**config.mk**
```make
export PLATFORM = sky130hd
export DESIGN_NAME = byte_word_move_decoder
export DESIGN_NICKNAME = d
export VERILOG_FILES = /design/src/pkg/move_pkg.sv /design/src/hdl/move_classify.sv /design/src/hdl/byte_word_move_decoder.sv
export SDC_FILE = /design/constraint.sdc
export NUM_CORES = 1
export LEC_CHECK = 0
export BUFFER_PORTS_ARGS = -buffer_cell sky130_fd_sc_hd__buf_2
export CAP_MARGIN = 0
export CORE_MARGIN = 2
export CORE_UTILIZATION = 50
export CTS_BUF_LIST = sky130_fd_sc_hd__clkbuf_4
export CTS_CLUSTER_DIAMETER = 150
export CTS_CLUSTER_SIZE = 20
export DETAILED_ROUTE_END_ITERATION = 16
export GPL_TIMING_DRIVEN = 1
export MAX_ROUTING_LAYER = met4
export PLACE_DENSITY = 0.84
export REMOVE_ABC_BUFFERS = 1
export SETUP_SLACK_MARGIN = 0.2
export SLEW_MARGIN = 20
export SYNTH_ARGS = -nofsm -noshare
export SYNTH_HDL_FRONTEND = slang
export SYNTH_SLANG_ARGS = --single-unit
```
**constraint.sdc**
```tcl
create_clock -name sys_clk -period 6.1 [get_ports sys_clk]
set_clock_uncertainty 0.15 [all_clocks]
set_input_delay 0.61 -clock sys_clk [delete_from_list [all_inputs] [get_ports sys_clk]]
set_output_delay 0.61 -clock sys_clk [all_outputs]
set_load 0.005 [all_outputs]
```
**src/pkg/move_pkg.sv**
```systemverilog
// Operation
// - a load through an address register plus a long displacement takes code size 7 and 4 cycles.
// - a load from the stack pointer plus a short displacement takes code size 5 and 3 cycles.
// - a load from the stack pointer plus a long displacement takes code size 7 and 4 cycles.
// - a load from the io window base plus an io offset takes code size 4 and 2 cycles.
// - a store through an address register plus a long displacement takes code size 7 and 4 cycles.
// - a store to the stack pointer plus a short displacement takes code size 5 and 3 cycles.
// - a store to the stack pointer plus a long displacement takes code size 7 and 4 cycles.
// - a store to the io window base plus an io offset takes code size 4 and 2 cycles.
// - an immediate stored to the io window takes code size 6 and 3 cycles.
// - an immediate stored to a 12-bit absolute address takes code size 7 and 3 cycles.
// - a word load from stack pointer plus short displacement into a wide pair takes size 5 and 4 cycles.
// - a word load from stack pointer plus short displacement into an address register takes size 5, 4 cycles.
// - a word store of a wide pair to stack pointer plus short displacement takes size 5 and 4 cycles.
// - a word store of an address register to stack pointer plus long displacement takes size 7, 5 cycles.
package move_pkg;

   // ************************************************************
   // operation classes
   // ************************************************************
   typedef enum {
      OP_NONE, OP_LD_AD16, OP_LD_SP8, OP_LD_SP16, OP_LD_IO, OP_ST_AD16,
      OP_ST_SP8, OP_ST_SP16, OP_ST_IO, OP_IMM_IO, OP_IMM_ABSOLUTE_MID,
      OP_LDW_SP8_DW, OP_LDW_SP8_A, OP_STW_SP8_DW, OP_STW_SP16_A,
      OP_IMMW_DW, OP_IMMW_A, OP_TO_FLAGS
   } op_class_t;

   typedef struct packed {
      logic [3:0] code_size;
      logic [2:0] cycles;
   } op_cost_t;

   typedef struct packed {
      logic        req;
      logic        write;
      logic        word;
      logic [15:0] addr;
      logic [15:0] wdata;
   } mem_req_t;

   // ************************************************************
   // code sizes and cycle counts
   // ************************************************************
   localparam logic [3:0] SIZE_3 = 4'h3;
   localparam logic [3:0] SIZE_4 = 4'h4;
   localparam logic [3:0] SIZE_5 = 4'h5;
   localparam logic [3:0] SIZE_6 = 4'h6;
   localparam logic [3:0] SIZE_7 = 4'h7;
   localparam logic [2:0] CYC_2  = 3'h2;
   localparam logic [2:0] CYC_3  = 3'h3;
   localparam logic [2:0] CYC_4  = 3'h4;
   localparam logic [2:0] CYC_5  = 3'h5;

   // ************************************************************
   // reset values
   // ************************************************************
   localparam logic [7:0]  RST_BYTE = 8'h00;
   localparam logic [15:0] RST_WORD = 16'h0000;
   localparam logic [3:0]  RST_FLAGS = 4'h0;
   localparam logic [15:0] RST_IO_BASE = 16'h3f00;

endpackage

```
**src/hdl/move_classify.sv**
```systemverilog
`timescale 1ns/1ps
// ************************************************************
// opcode classifier: two opcode bytes to class and cost
// ************************************************************
module move_classify (
   input  wire logic [7:0]          op0,
   input  wire logic [7:0]          op1,
   output move_pkg::op_class_t      op_class,
   output move_pkg::op_cost_t       cost
);

   // byte pattern decode
   always_comb begin
      op_class = move_pkg::OP_NONE;
      cost     = '{code_size: 4'h0, cycles: 3'h0};
      if (op0 == 8'h26 && op1[3]) begin
         op_class = move_pkg::OP_LD_AD16;
         cost = '{move_pkg::SIZE_7, move_pkg::CYC_4};
      end else if (op0 == 8'h26 && op1[3:2] == 2'b01) begin
         op_class = move_pkg::OP_LD_SP8;
         cost = '{move_pkg::SIZE_5, move_pkg::CYC_3};
      end else if (op0 == 8'h26 && op1[3:2] == 2'b00) begin
         op_class = move_pkg::OP_LD_SP16;
         cost = '{move_pkg::SIZE_7, move_pkg::CYC_4};
      end else if (op0 == 8'h27 && op1[3]) begin
         op_class = move_pkg::OP_ST_AD16;
         cost = '{move_pkg::SIZE_7, move_pkg::CYC_4};
      end else if (op0 == 8'h27 && op1[3:2] == 2'b01) begin
         op_class = move_pkg::OP_ST_SP8;
         cost = '{move_pkg::SIZE_5, move_pkg::CYC_3};
      end else if (op0 == 8'h27 && op1[3:2] == 2'b00) begin
         op_class = move_pkg::OP_ST_SP16;
         cost = '{move_pkg::SIZE_7, move_pkg::CYC_4};
      end else if (op0 == 8'h2e && op1[3:1] == 3'b011) begin
         op_class = move_pkg::OP_LDW_SP8_DW;
         cost = '{move_pkg::SIZE_5, move_pkg::CYC_4};
      end else if (op0 == 8'h2e && op1[3:1] == 3'b010) begin
         op_class = move_pkg::OP_LDW_SP8_A;
         cost = '{move_pkg::SIZE_5, move_pkg::CYC_4};
      end else if (op0 == 8'h2f && op1[3:1] == 3'b011) begin
         op_class = move_pkg::OP_STW_SP8_DW;
         cost = '{move_pkg::SIZE_5, move_pkg::CYC_4};
      end else if (op0 == 8'h2f && op1[3:1] == 3'b000) begin
         op_class = move_pkg::OP_STW_SP16_A;
         cost = '{move_pkg::SIZE_7, move_pkg::CYC_5};
      end else if (op0 == 8'h29 && op1[3:2] == 2'b01) begin
         op_class = move_pkg::OP_TO_FLAGS;
         cost = '{move_pkg::SIZE_3, move_pkg::CYC_3};
      end else if (op0[7:2] == 6'b0110_00) begin
         op_class = move_pkg::OP_LD_IO;
         cost = '{move_pkg::SIZE_4, move_pkg::CYC_2};
      end else if (op0[7:2] == 6'b0111_00) begin
         op_class = move_pkg::OP_ST_IO;
         cost = '{move_pkg::SIZE_4, move_pkg::CYC_2};
      end else if (op0 == 8'h02) begin
         op_class = move_pkg::OP_IMM_IO;
         cost = '{move_pkg::SIZE_6, move_pkg::CYC_3};
      end else if (op0 == 8'h15) begin
         op_class = move_pkg::OP_IMM_ABSOLUTE_MID;
         cost = '{move_pkg::SIZE_7, move_pkg::CYC_3};
      end else if (op0[7:1] == 7'b0000_110) begin
         op_class = move_pkg::OP_IMMW_DW;
         cost = '{move_pkg::SIZE_4, move_pkg::CYC_2};
      end else if (op0[7:1] == 7'b0000_111) begin
         op_class = move_pkg::OP_IMMW_A;
         cost = '{move_pkg::SIZE_4, move_pkg::CYC_2};
      end
   end

endmodule

```
**src/hdl/byte_word_move_decoder.sv**
```systemverilog
`timescale 1ns/1ps
// ************************************************************
// data-transfer execute unit
// ************************************************************
module byte_word_move_decoder (
   input  wire logic                sys_clk,
   input  wire logic                rst_b,
   input  wire logic                start,
   input  wire logic [7:0]          op0,
   input  wire logic [7:0]          op1,
   input  wire logic [15:0]         operand,
   input  wire logic [7:0]          imm,
   input  wire logic [15:0]         stack_pointer,
   input  wire logic [15:0]         io_window_base,
   input  wire logic [15:0]         rdata,
   output move_pkg::mem_req_t       mem,
   output logic                     busy,
   output logic                     done,
   output logic [3:0]               code_size,
   output logic [7:0]               data_reg0,
   output logic [7:0]               data_reg1,
   output logic [7:0]               data_reg2,
   output logic [7:0]               data_reg3,
   output logic [15:0]              addr_reg0,
   output logic [15:0]              addr_reg1,
   output logic [3:0]               flag_word
);

   // register file kept here
   logic [7:0]  dreg [0:3];
   logic [15:0] areg [0:1];
   logic [7:0]  next_dreg [0:3];
   logic [15:0] next_areg [0:1];
   logic [3:0]  next_flag_word;

   move_pkg::op_class_t op_class;
   move_pkg::op_cost_t  cost;
   move_pkg::op_class_t cur;
   move_pkg::op_class_t next_cur;
   logic [2:0]  count;
   logic [2:0]  next_count;
   logic [1:0]  reg_sel;
   logic [1:0]  next_reg_sel;
   logic        next_busy;
   logic        next_done;
   logic [3:0]  next_code_size;
   move_pkg::mem_req_t next_mem;

   move_classify u_cls (
      .op0      (op0),
      .op1      (op1),
      .op_class (op_class),
      .cost     (cost)
   );

   // sign extension helper
   function automatic logic [15:0] sext8(input logic [7:0] v);
      sext8 = {{8{v[7]}}, v};
   endfunction

   // wide pair read from two data registers
   function automatic logic [15:0] pair(input logic [7:0] lo, input logic [7:0] hi);
      pair = {hi, lo};
   endfunction

   // immediate widened once for the wide pair
   logic [15:0] imm_wide;
   assign imm_wide = sext8(imm);

   logic [1:0] dst_data_reg;
   logic [1:0] src_data_reg;
   logic       src_addr_reg;
   logic       dst_addr_reg;
   logic       src_wide_pair;
   logic       dst_wide_pair;
   assign dst_data_reg  = op1[1:0];
   assign src_data_reg  = op1[1:0];
   assign src_addr_reg  = op1[2];
   assign dst_addr_reg  = op1[0];
   assign src_wide_pair = op1[0];
   assign dst_wide_pair = op1[0];

   // sequencing, bus request and writeback
   always_comb begin
      next_cur       = cur;
      next_count     = count;
      next_reg_sel   = reg_sel;
      next_busy      = busy;
      next_done      = 1'b0;
      next_code_size = code_size;
      next_mem       = mem;
      next_flag_word = flag_word;
      for (int i = 0; i < 4; i++) begin
         next_dreg[i] = dreg[i];
      end
      for (int i = 0; i < 2; i++) begin
         next_areg[i] = areg[i];
      end
      next_mem.req = 1'b0;
      if (!busy) begin
         if (start && op_class != move_pkg::OP_NONE) begin
            next_cur       = op_class;
            next_count     = cost.cycles - 3'h1;
            next_code_size = cost.code_size;
            next_busy      = 1'b1;
            next_reg_sel   = dst_data_reg;
            next_mem       = '{1'b1, 1'b0, 1'b0, 16'h0000, 16'h0000};
            case (op_class)
               move_pkg::OP_LD_AD16:    next_mem.addr = areg[src_addr_reg] + operand;
               move_pkg::OP_LD_SP8:     next_mem.addr = stack_pointer + {8'h00, operand[7:0]};
               move_pkg::OP_LD_SP16:    next_mem.addr = stack_pointer + operand;
               move_pkg::OP_LD_IO:      next_mem.addr = io_window_base + {8'h00, operand[7:0]};
               move_pkg::OP_ST_AD16: begin
                  next_mem.write = 1'b1;
                  next_mem.addr  = areg[op1[2]] + operand;
                  next_mem.wdata = {8'h00, dreg[src_data_reg]};
               end
               move_pkg::OP_ST_SP8: begin
                  next_mem.write = 1'b1;
                  next_mem.addr  = stack_pointer + {8'h00, operand[7:0]};
                  next_mem.wdata = {8'h00, dreg[src_data_reg]};
               end
               move_pkg::OP_ST_SP16: begin
                  next_mem.write = 1'b1;
                  next_mem.addr  = stack_pointer + operand;
                  next_mem.wdata = {8'h00, dreg[src_data_reg]};
               end
               move_pkg::OP_ST_IO: begin
                  next_mem.write = 1'b1;
                  next_mem.addr  = io_window_base + {8'h00, operand[7:0]};
                  next_mem.wdata = {8'h00, dreg[op0[1:0]]};
               end
               move_pkg::OP_IMM_IO: begin
                  next_mem.write = 1'b1;
                  next_mem.addr  = io_window_base + {8'h00, operand[7:0]};
                  next_mem.wdata = {8'h00, imm};
               end
               move_pkg::OP_IMM_ABSOLUTE_MID: begin
                  next_mem.write = 1'b1;
                  next_mem.addr  = {4'h0, operand[11:0]};
                  next_mem.wdata = {8'h00, imm};
               end
               move_pkg::OP_LDW_SP8_DW: begin
                  next_mem.word = 1'b1;
                  next_mem.addr = stack_pointer + {8'h00, operand[7:0]};
                  next_reg_sel  = {1'b0, dst_wide_pair};
               end
               move_pkg::OP_LDW_SP8_A: begin
                  next_mem.word = 1'b1;
                  next_mem.addr = stack_pointer + {8'h00, operand[7:0]};
                  next_reg_sel  = {1'b0, dst_addr_reg};
               end
               move_pkg::OP_STW_SP8_DW: begin
                  next_mem.write = 1'b1;
                  next_mem.word  = 1'b1;
                  next_mem.addr  = stack_pointer + {8'h00, operand[7:0]};
                  next_mem.wdata = src_wide_pair ? pair(dreg[2], dreg[3]) : pair(dreg[0], dreg[1]);
               end
               move_pkg::OP_STW_SP16_A: begin
                  next_mem.write = 1'b1;
                  next_mem.word  = 1'b1;
                  next_mem.addr  = stack_pointer + operand;
                  next_mem.wdata = areg[op1[0]];
               end
               default: begin
                  next_mem.req = 1'b0;
               end
            endcase
            if (op_class == move_pkg::OP_LD_IO || op_class == move_pkg::OP_ST_IO
                || op_class == move_pkg::OP_IMMW_DW || op_class == move_pkg::OP_IMMW_A) begin
               next_reg_sel = op0[1:0];
            end
         end
      end else if (count > 3'h1) begin
         next_count = count - 3'h1;
      end else begin
         // final cycle: write back
         next_busy  = 1'b0;
         next_done  = 1'b1;
         next_count = 3'h0;
         case (cur)
            move_pkg::OP_LD_AD16, move_pkg::OP_LD_SP8, move_pkg::OP_LD_SP16, move_pkg::OP_LD_IO:
               next_dreg[reg_sel] = rdata[7:0];
            move_pkg::OP_LDW_SP8_DW: begin
               next_dreg[{reg_sel[0], 1'b0}] = rdata[7:0];
               next_dreg[{reg_sel[0], 1'b1}] = rdata[15:8];
            end
            move_pkg::OP_LDW_SP8_A:
               next_areg[reg_sel[0]] = rdata;
            move_pkg::OP_IMMW_DW: begin
               next_dreg[{reg_sel[0], 1'b0}] = imm_wide[7:0];
               next_dreg[{reg_sel[0], 1'b1}] = imm_wide[15:8];
            end
            move_pkg::OP_IMMW_A:
               next_areg[reg_sel[0]] = {8'h00, imm};
            move_pkg::OP_TO_FLAGS:
               next_flag_word = dreg[reg_sel][3:0];
            default: begin
               next_flag_word = flag_word;
            end
         endcase
      end
   end

   // state registers
   always_ff @(posedge sys_clk or negedge rst_b) begin
      if (!rst_b) begin
         cur       <= move_pkg::OP_NONE;
         count     <= 3'h0;
         reg_sel   <= 2'h0;
         busy      <= 1'b0;
         done      <= 1'b0;
         code_size <= 4'h0;
         mem       <= '{1'b0, 1'b0, 1'b0, move_pkg::RST_WORD, move_pkg::RST_WORD};
         flag_word <= move_pkg::RST_FLAGS;
         for (int i = 0; i < 4; i++) begin
            dreg[i] <= move_pkg::RST_BYTE;
         end
         for (int i = 0; i < 2; i++) begin
            areg[i] <= move_pkg::RST_WORD;
         end
      end else begin
         cur       <= next_cur;
         count     <= next_count;
         reg_sel   <= next_reg_sel;
         busy      <= next_busy;
         done      <= next_done;
         code_size <= next_code_size;
         mem       <= next_mem;
         flag_word <= next_flag_word;
         for (int i = 0; i < 4; i++) begin
            dreg[i] <= next_dreg[i];
         end
         for (int i = 0; i < 2; i++) begin
            areg[i] <= next_areg[i];
         end
      end
   end

   // register file views
   always_comb begin
      data_reg0 = dreg[0];
      data_reg1 = dreg[1];
      data_reg2 = dreg[2];
      data_reg3 = dreg[3];
      addr_reg0 = areg[0];
      addr_reg1 = areg[1];
   end

   // ************************************************************
   // checks
   // ************************************************************
   a_ld_sp8_time: assert property (@(posedge sys_clk) disable iff (!rst_b)
      (!busy && start && op_class == move_pkg::OP_LD_SP8) |=> busy ##1 busy ##1 (!busy && done))
      else $error("short stack load cycle count wrong");
   a_ld_io_time: assert property (@(posedge sys_clk) disable iff (!rst_b)
      (!busy && start && op_class == move_pkg::OP_LD_IO) |=> busy ##1 (!busy && done))
      else $error("io load cycle count wrong");
   a_stw_a_time: assert property (@(posedge sys_clk) disable iff (!rst_b)
      (!busy && start && op_class == move_pkg::OP_STW_SP16_A) |=> busy[*4] ##1 done)
      else $error("address word store cycle count wrong");
   a_ld_ad_size: assert property (@(posedge sys_clk) disable iff (!rst_b)
      (!busy && start && op_class == move_pkg::OP_LD_AD16) |=> code_size == 4'h7 && mem.req && !mem.write)
      else $error("long address load size wrong");
   a_imm_io_data: assert property (@(posedge sys_clk) disable iff (!rst_b)
      (!busy && start && op_class == move_pkg::OP_IMM_IO) |=> mem.write && mem.wdata[7:0] == $past(imm))
      else $error("io immediate data wrong");
   a_absolute_mid_addr: assert property (@(posedge sys_clk) disable iff (!rst_b)
      (!busy && start && op_class == move_pkg::OP_IMM_ABSOLUTE_MID) |=> mem.addr == {4'h0, $past(operand[11:0])})
      else $error("absolute address wrong");
   a_flags_keep: assert property (@(posedge sys_clk) disable iff (!rst_b)
      (done && cur != move_pkg::OP_TO_FLAGS) |-> $stable(flag_word))
      else $error("flags changed by move");
   a_ld_sp16_time: assert property (@(posedge sys_clk) disable iff (!rst_b)
      (!busy && start && op_class == move_pkg::OP_LD_SP16) |=> busy[*3] ##1 done)
      else $error("long stack load cycle count wrong");

   // instruction accepted at this edge
   logic take;
   assign take = !busy && start;

   a_st_ad_time: assert property (@(posedge sys_clk) disable iff (!rst_b)
      (take && op_class == move_pkg::OP_ST_AD16) |=> busy[*3] ##1 done)
      else $error("long address store cycle count wrong");
   a_st_sp8_time: assert property (@(posedge sys_clk) disable iff (!rst_b)
      (take && op_class == move_pkg::OP_ST_SP8) |=> busy[*2] ##1 done)
      else $error("short stack store cycle count wrong");
   a_st_sp16_time: assert property (@(posedge sys_clk) disable iff (!rst_b)
      (take && op_class == move_pkg::OP_ST_SP16) |=> busy[*3] ##1 done)
      else $error("long stack store cycle count wrong");
   a_st_io_size: assert property (@(posedge sys_clk) disable iff (!rst_b)
      (take && op_class == move_pkg::OP_ST_IO) |=> (code_size == move_pkg::SIZE_4 && mem.write && busy) ##1 done)
      else $error("io store size or timing wrong");
   a_absolute_mid_time: assert property (@(posedge sys_clk) disable iff (!rst_b)
      (take && op_class == move_pkg::OP_IMM_ABSOLUTE_MID) |=> busy[*2] ##1 done)
      else $error("absolute store cycle count wrong");
   a_ldw_time: assert property (@(posedge sys_clk) disable iff (!rst_b)
      (take && (op_class == move_pkg::OP_LDW_SP8_DW || op_class == move_pkg::OP_LDW_SP8_A))
      |=> (mem.word && busy) ##1 busy[*2] ##1 done)
      else $error("word load cycle count wrong");
   a_stw_dw_time: assert property (@(posedge sys_clk) disable iff (!rst_b)
      (take && op_class == move_pkg::OP_STW_SP8_DW) |=> busy[*3] ##1 done)
      else $error("pair word store cycle count wrong");
   a_immw_a_zero: assert property (@(posedge sys_clk) disable iff (!rst_b)
      (take && op_class == move_pkg::OP_IMMW_A) |=> ##1 (done && areg[reg_sel[0]][15:8] == 8'h00))
      else $error("address immediate not zero extended");

   c_byte_load: cover property (@(posedge sys_clk) done && cur == move_pkg::OP_LD_SP8);
   c_word_store: cover property (@(posedge sys_clk) done && cur == move_pkg::OP_STW_SP8_DW);
   c_flag_load: cover property (@(posedge sys_clk) done && cur == move_pkg::OP_TO_FLAGS);
   c_io_store: cover property (@(posedge sys_clk) done && cur == move_pkg::OP_ST_IO);

endmodule

```
==> PnR_summary.wiki <==
{| class="wikitable"
! Metric !! Value
|-
| CTS H-Tree Depth || 4
|-
| Mean cell area of the mapped netlist || slightly below 9 um^2
|-
| I/O Pins || 200
|-
| Floorplan die area || 19400 um^2
|-
| Worst Hold Class || in -> reg
|-
| Top cells by area in the synthesized netlist || dfrtp_1 32%, nand2_1 7.1%, mux2i_1 6.8%
|-
| Clock tree from TritonCTS || built
|-
| Via count normalized by instance count || about 6.5
|-
| Final std cells w/o fill || 1455
|-
| Most instantiated flip-flop cell in the synthesis netlist || dfrtp_1
|-
| Worst slew slack as a fraction of its limit || 27.8%
|-
| Clock-pin slew of the registers on the worst-case setup and hold paths || between 0.1 and 0.15 ns
|-
| Synth top area share || 32.3%
|-
| Total overflow reported by the global router || 0
|-
| Via count of the first global-routing pass || 8762
|-
| Number of failing hold endpoints at the final stage || 0
|-
| Pins over their slew limit || 0
|-
| RSZ-0062 raised after global routing || false
|-
| DR DRC count || 0
|-
| Maximum buffer depth of the clock tree || 2
|-
| Post-DRT Antenna Nets || 0
|-
| Die height || 139 um
|-
| Arrival time of the worst setup path || about 4.9 ns
|-
| Number of buffers created by CTS || 17
|-
| Pleak || 4.89 nW
|-
| Aggregate routed wire length || 31500 um
|-
| Number of sinks handled by clock tree synthesis || 118
|-
| Actual slew at the worst max-slew pin || 1.08 ns
|-
| Die width || 139 um
|-
| Total of buffers placed on input and output ports || 194
|-
| First-iteration detailed-routing DRC count || about 1400
|-
| YS warnings || 0
|-
| Total power divided by cell area || 285 nW/um^2
|-
| Initial standard-cell utilization of the core || 50.9%
|-
| Minimum clock period || between 4 and 5 ns
|-
| Max Clock Freq || between 200 and 250 MHz
|-
| Nets || 1330
|-
| Number of gates given a new drive strength after cts || 0
|-
| Max-cap check violation count || 0
|-
| Layout cell share with drive strength beyond 1 || 24.4%
|-
| Area growth from synthesis to layout || 14.9%
|-
| Pin count of the biggest net entering global routing || 66
|-
| Post-synth EDFFs || 0
|-
| Placeable core area || 18000 um^2
|-
| Most frequent cell after synthesis || nand2_1
|-
| WP data required || 6.37 ns
|-
| Worst vdd ir || ~0.25 mV
|-
| Fraction of synthesis flops using an asynchronous set or reset pin || 100%
|-
| Initial antenna violation count || 4
|-
| DRT Pass-1 Iters || 8
|-
| Setup TNS after final layout || 0 ns
|-
| Leading cell types by count after synthesis || 172 x nand2_1, 118 x dfrtp_1, 97 x o21ai_0, 63 x nor2_1, 62 x mux2i_1
|-
| Number of register bits inferred by synthesis || roughly 120
|-
| Cell chosen for the clock root || clkbuf_4
|-
| Combined global-route utilization of all metal layers || between 30% and 40%
|-
| Final total power || 2.99 mW
|-
| HPWL Detailed || about 22000 um
|-
| Ratio of final minimum period to clock period || about three quarters
|-
| Global-route wire length before repair || 48800 um
|-
| Number of vias after detailed routing || around 9500
|-
| Kind of launch point of the worst setup path || input port
|-
| FP Rows || 49
|-
| Run status || complete, no violations
|-
| Crit Path Category || in -> reg
|-
| Largest fanout on the critical path || 26
|-
| Area of the mapped netlist || between 9000 and 10000 um^2
|-
| Final Setup Violations || 0
|-
| Gate Count Post-Synth || about 1100
|-
| Register area share after synthesis || 32.3%
|-
| Biggest area consumer among synthesized cells || dfrtp_1
|-
| Wire length per cell after detailed routing || 21.7 um
|-
| Critical Path End Type || register
|-
| Gp weighted congestion || a little under 1
|-
| Latest clock arrival within the worst-skew pair || 0.55 ns
|-
| Number of placed instances, taps included || 1418
|-
| Number of unique standard cell types used by synthesis || 86
|}
==> logic make-up after synthesis <==
logic type                 share of synthesized area, %
adders and majority gates                          4.27
and+or+nand+nor                                    18.6
DFF                                                32.3
muxes                                              14.1
AOI/OAI and AO/OA                                  23.5
buffers and inverters                              4.35
other                                            0.0410
xor gates and xnor gates                           2.78
==> power breakdown <==
group / switching (mW) / internal, mW
registers: 0.256 / 0.923
logic: 0.672 / 0.562
clock network: 0.335 / 0.242
==> layout by cell type (no fill, tap or decap), types with 7 or more instances in the layout <==
cell	instances
o22ai_1	23
buf_2	193
nand3_1	20
mux4_2	20
dfrtp_1	118
nor2_1	63
o21ai_1	14
mux2_2	19
buf_4	15
nor2b_1	16
nor3_1	12
o221ai_1	9
ha_1	28
and3_1	9
a222oi_1	8
xor2_1	7
inv_1	22
nand3b_1	7
o21ai_0	97
a31oi_1	10
a221oi_1	14
a22o_1	22
clkbuf_4	18
mux2i_1	62
nand2_1	172
a21oi_1	59
xnor2_1	22
==> layout make-up <==
type / count / area (um^2)
clock inverters: 14 / 134
repair buffers: 209 / 1090
flip-flops and latches: 118 / 2950
clock buffers: 18 / 135
fillers: 1579 / 7460
well taps: 229 / 287
inverters: 23 / 86.3
multi-input cells: 840 / 5810
diodes: 4 / 10.0
==> worst max-delay path, cell delays in order <==
cell and delay (ns):
buf_2 0.19, nor4bb_2 0.45, and2_1 0.25, a31oi_1 0.17
a32o_1 0.44, o31ai_4 0.33, buf_4 0.32, o21ai_0 0.14
ha_1 0.34, or3_1 0.35, o21ai_0 0.11, o21bai_1 0.22
a21oi_1 0.18, a211oi_1 0.31, xnor2_1 0.10, a222oi_1 0.31
o21ai_1 0.10
==> sequential cells by signal, summed over array words and instances (netlist names), 5 cells and up <==
register,count
addr_reg1,16
data_reg3,8
data_reg2,8
addr_reg0,16
data_reg1,8
data_reg0,8
mem,35
cur,5
==> metrics by stage <==
stage | utilization [%] | instance area [um^2] | worst slack [ns] | hold WS [ns]
6_report | 58.4 | 10500 | 1.44 | 0.191
5_1_grt | 58.4 | 10500 | 1.16 | 0.182
4_1_cts | 58.4 | 10500 | 1.57 | 0.159
3_5_place_dp | 56.8 | 10200 | 0.984 | 0.318
3_3_place_gp | 56.8 | 10200 | 1.07 | 0.306
2_1_floorplan | - | 8820 | 0.275 | 0.164
==> worst paths after layout <==
kind | startpoint | to | slack, ns | cells past startpoint
setup / recovery | op0[3] | mem[29] | 1.44 | 17
max in group asynchronous | rst_b | addr_reg0[6] | 3.92 | 3
setup reg to reg | cur[2] | data_reg3[5] | 2.49 | 7
hold / removal | rdata[10] | addr_reg0[10] | 0.19 | 3
min in group asynchronous | rst_b | mem[32] | 0.49 | 2
hold reg to reg | mem[33] | mem[33] | 0.34 | 1
==> metal layers <==
metal | track usage [%] | wire (um) | part of all wire (%) | vias to the layer above
met1 | 43.8 | 12400 | 39 | 4488
li1 | - | - | - | 4245
met3 | 8.81 | 3980 | 13 | 103
met5 | - | 0 | 0 | -
met4 | 12.9 | 1170 | 3.7 | 0
met2 | 48.1 | 14000 | 44 | 654
==> repair_timing <==
action | in CTS | in global routing
hold buffers | 1 | 0
endpoints found under the hold margin | 51 | 0
setup buffers | 0 | 0
(Power assumes the default switching activity.)
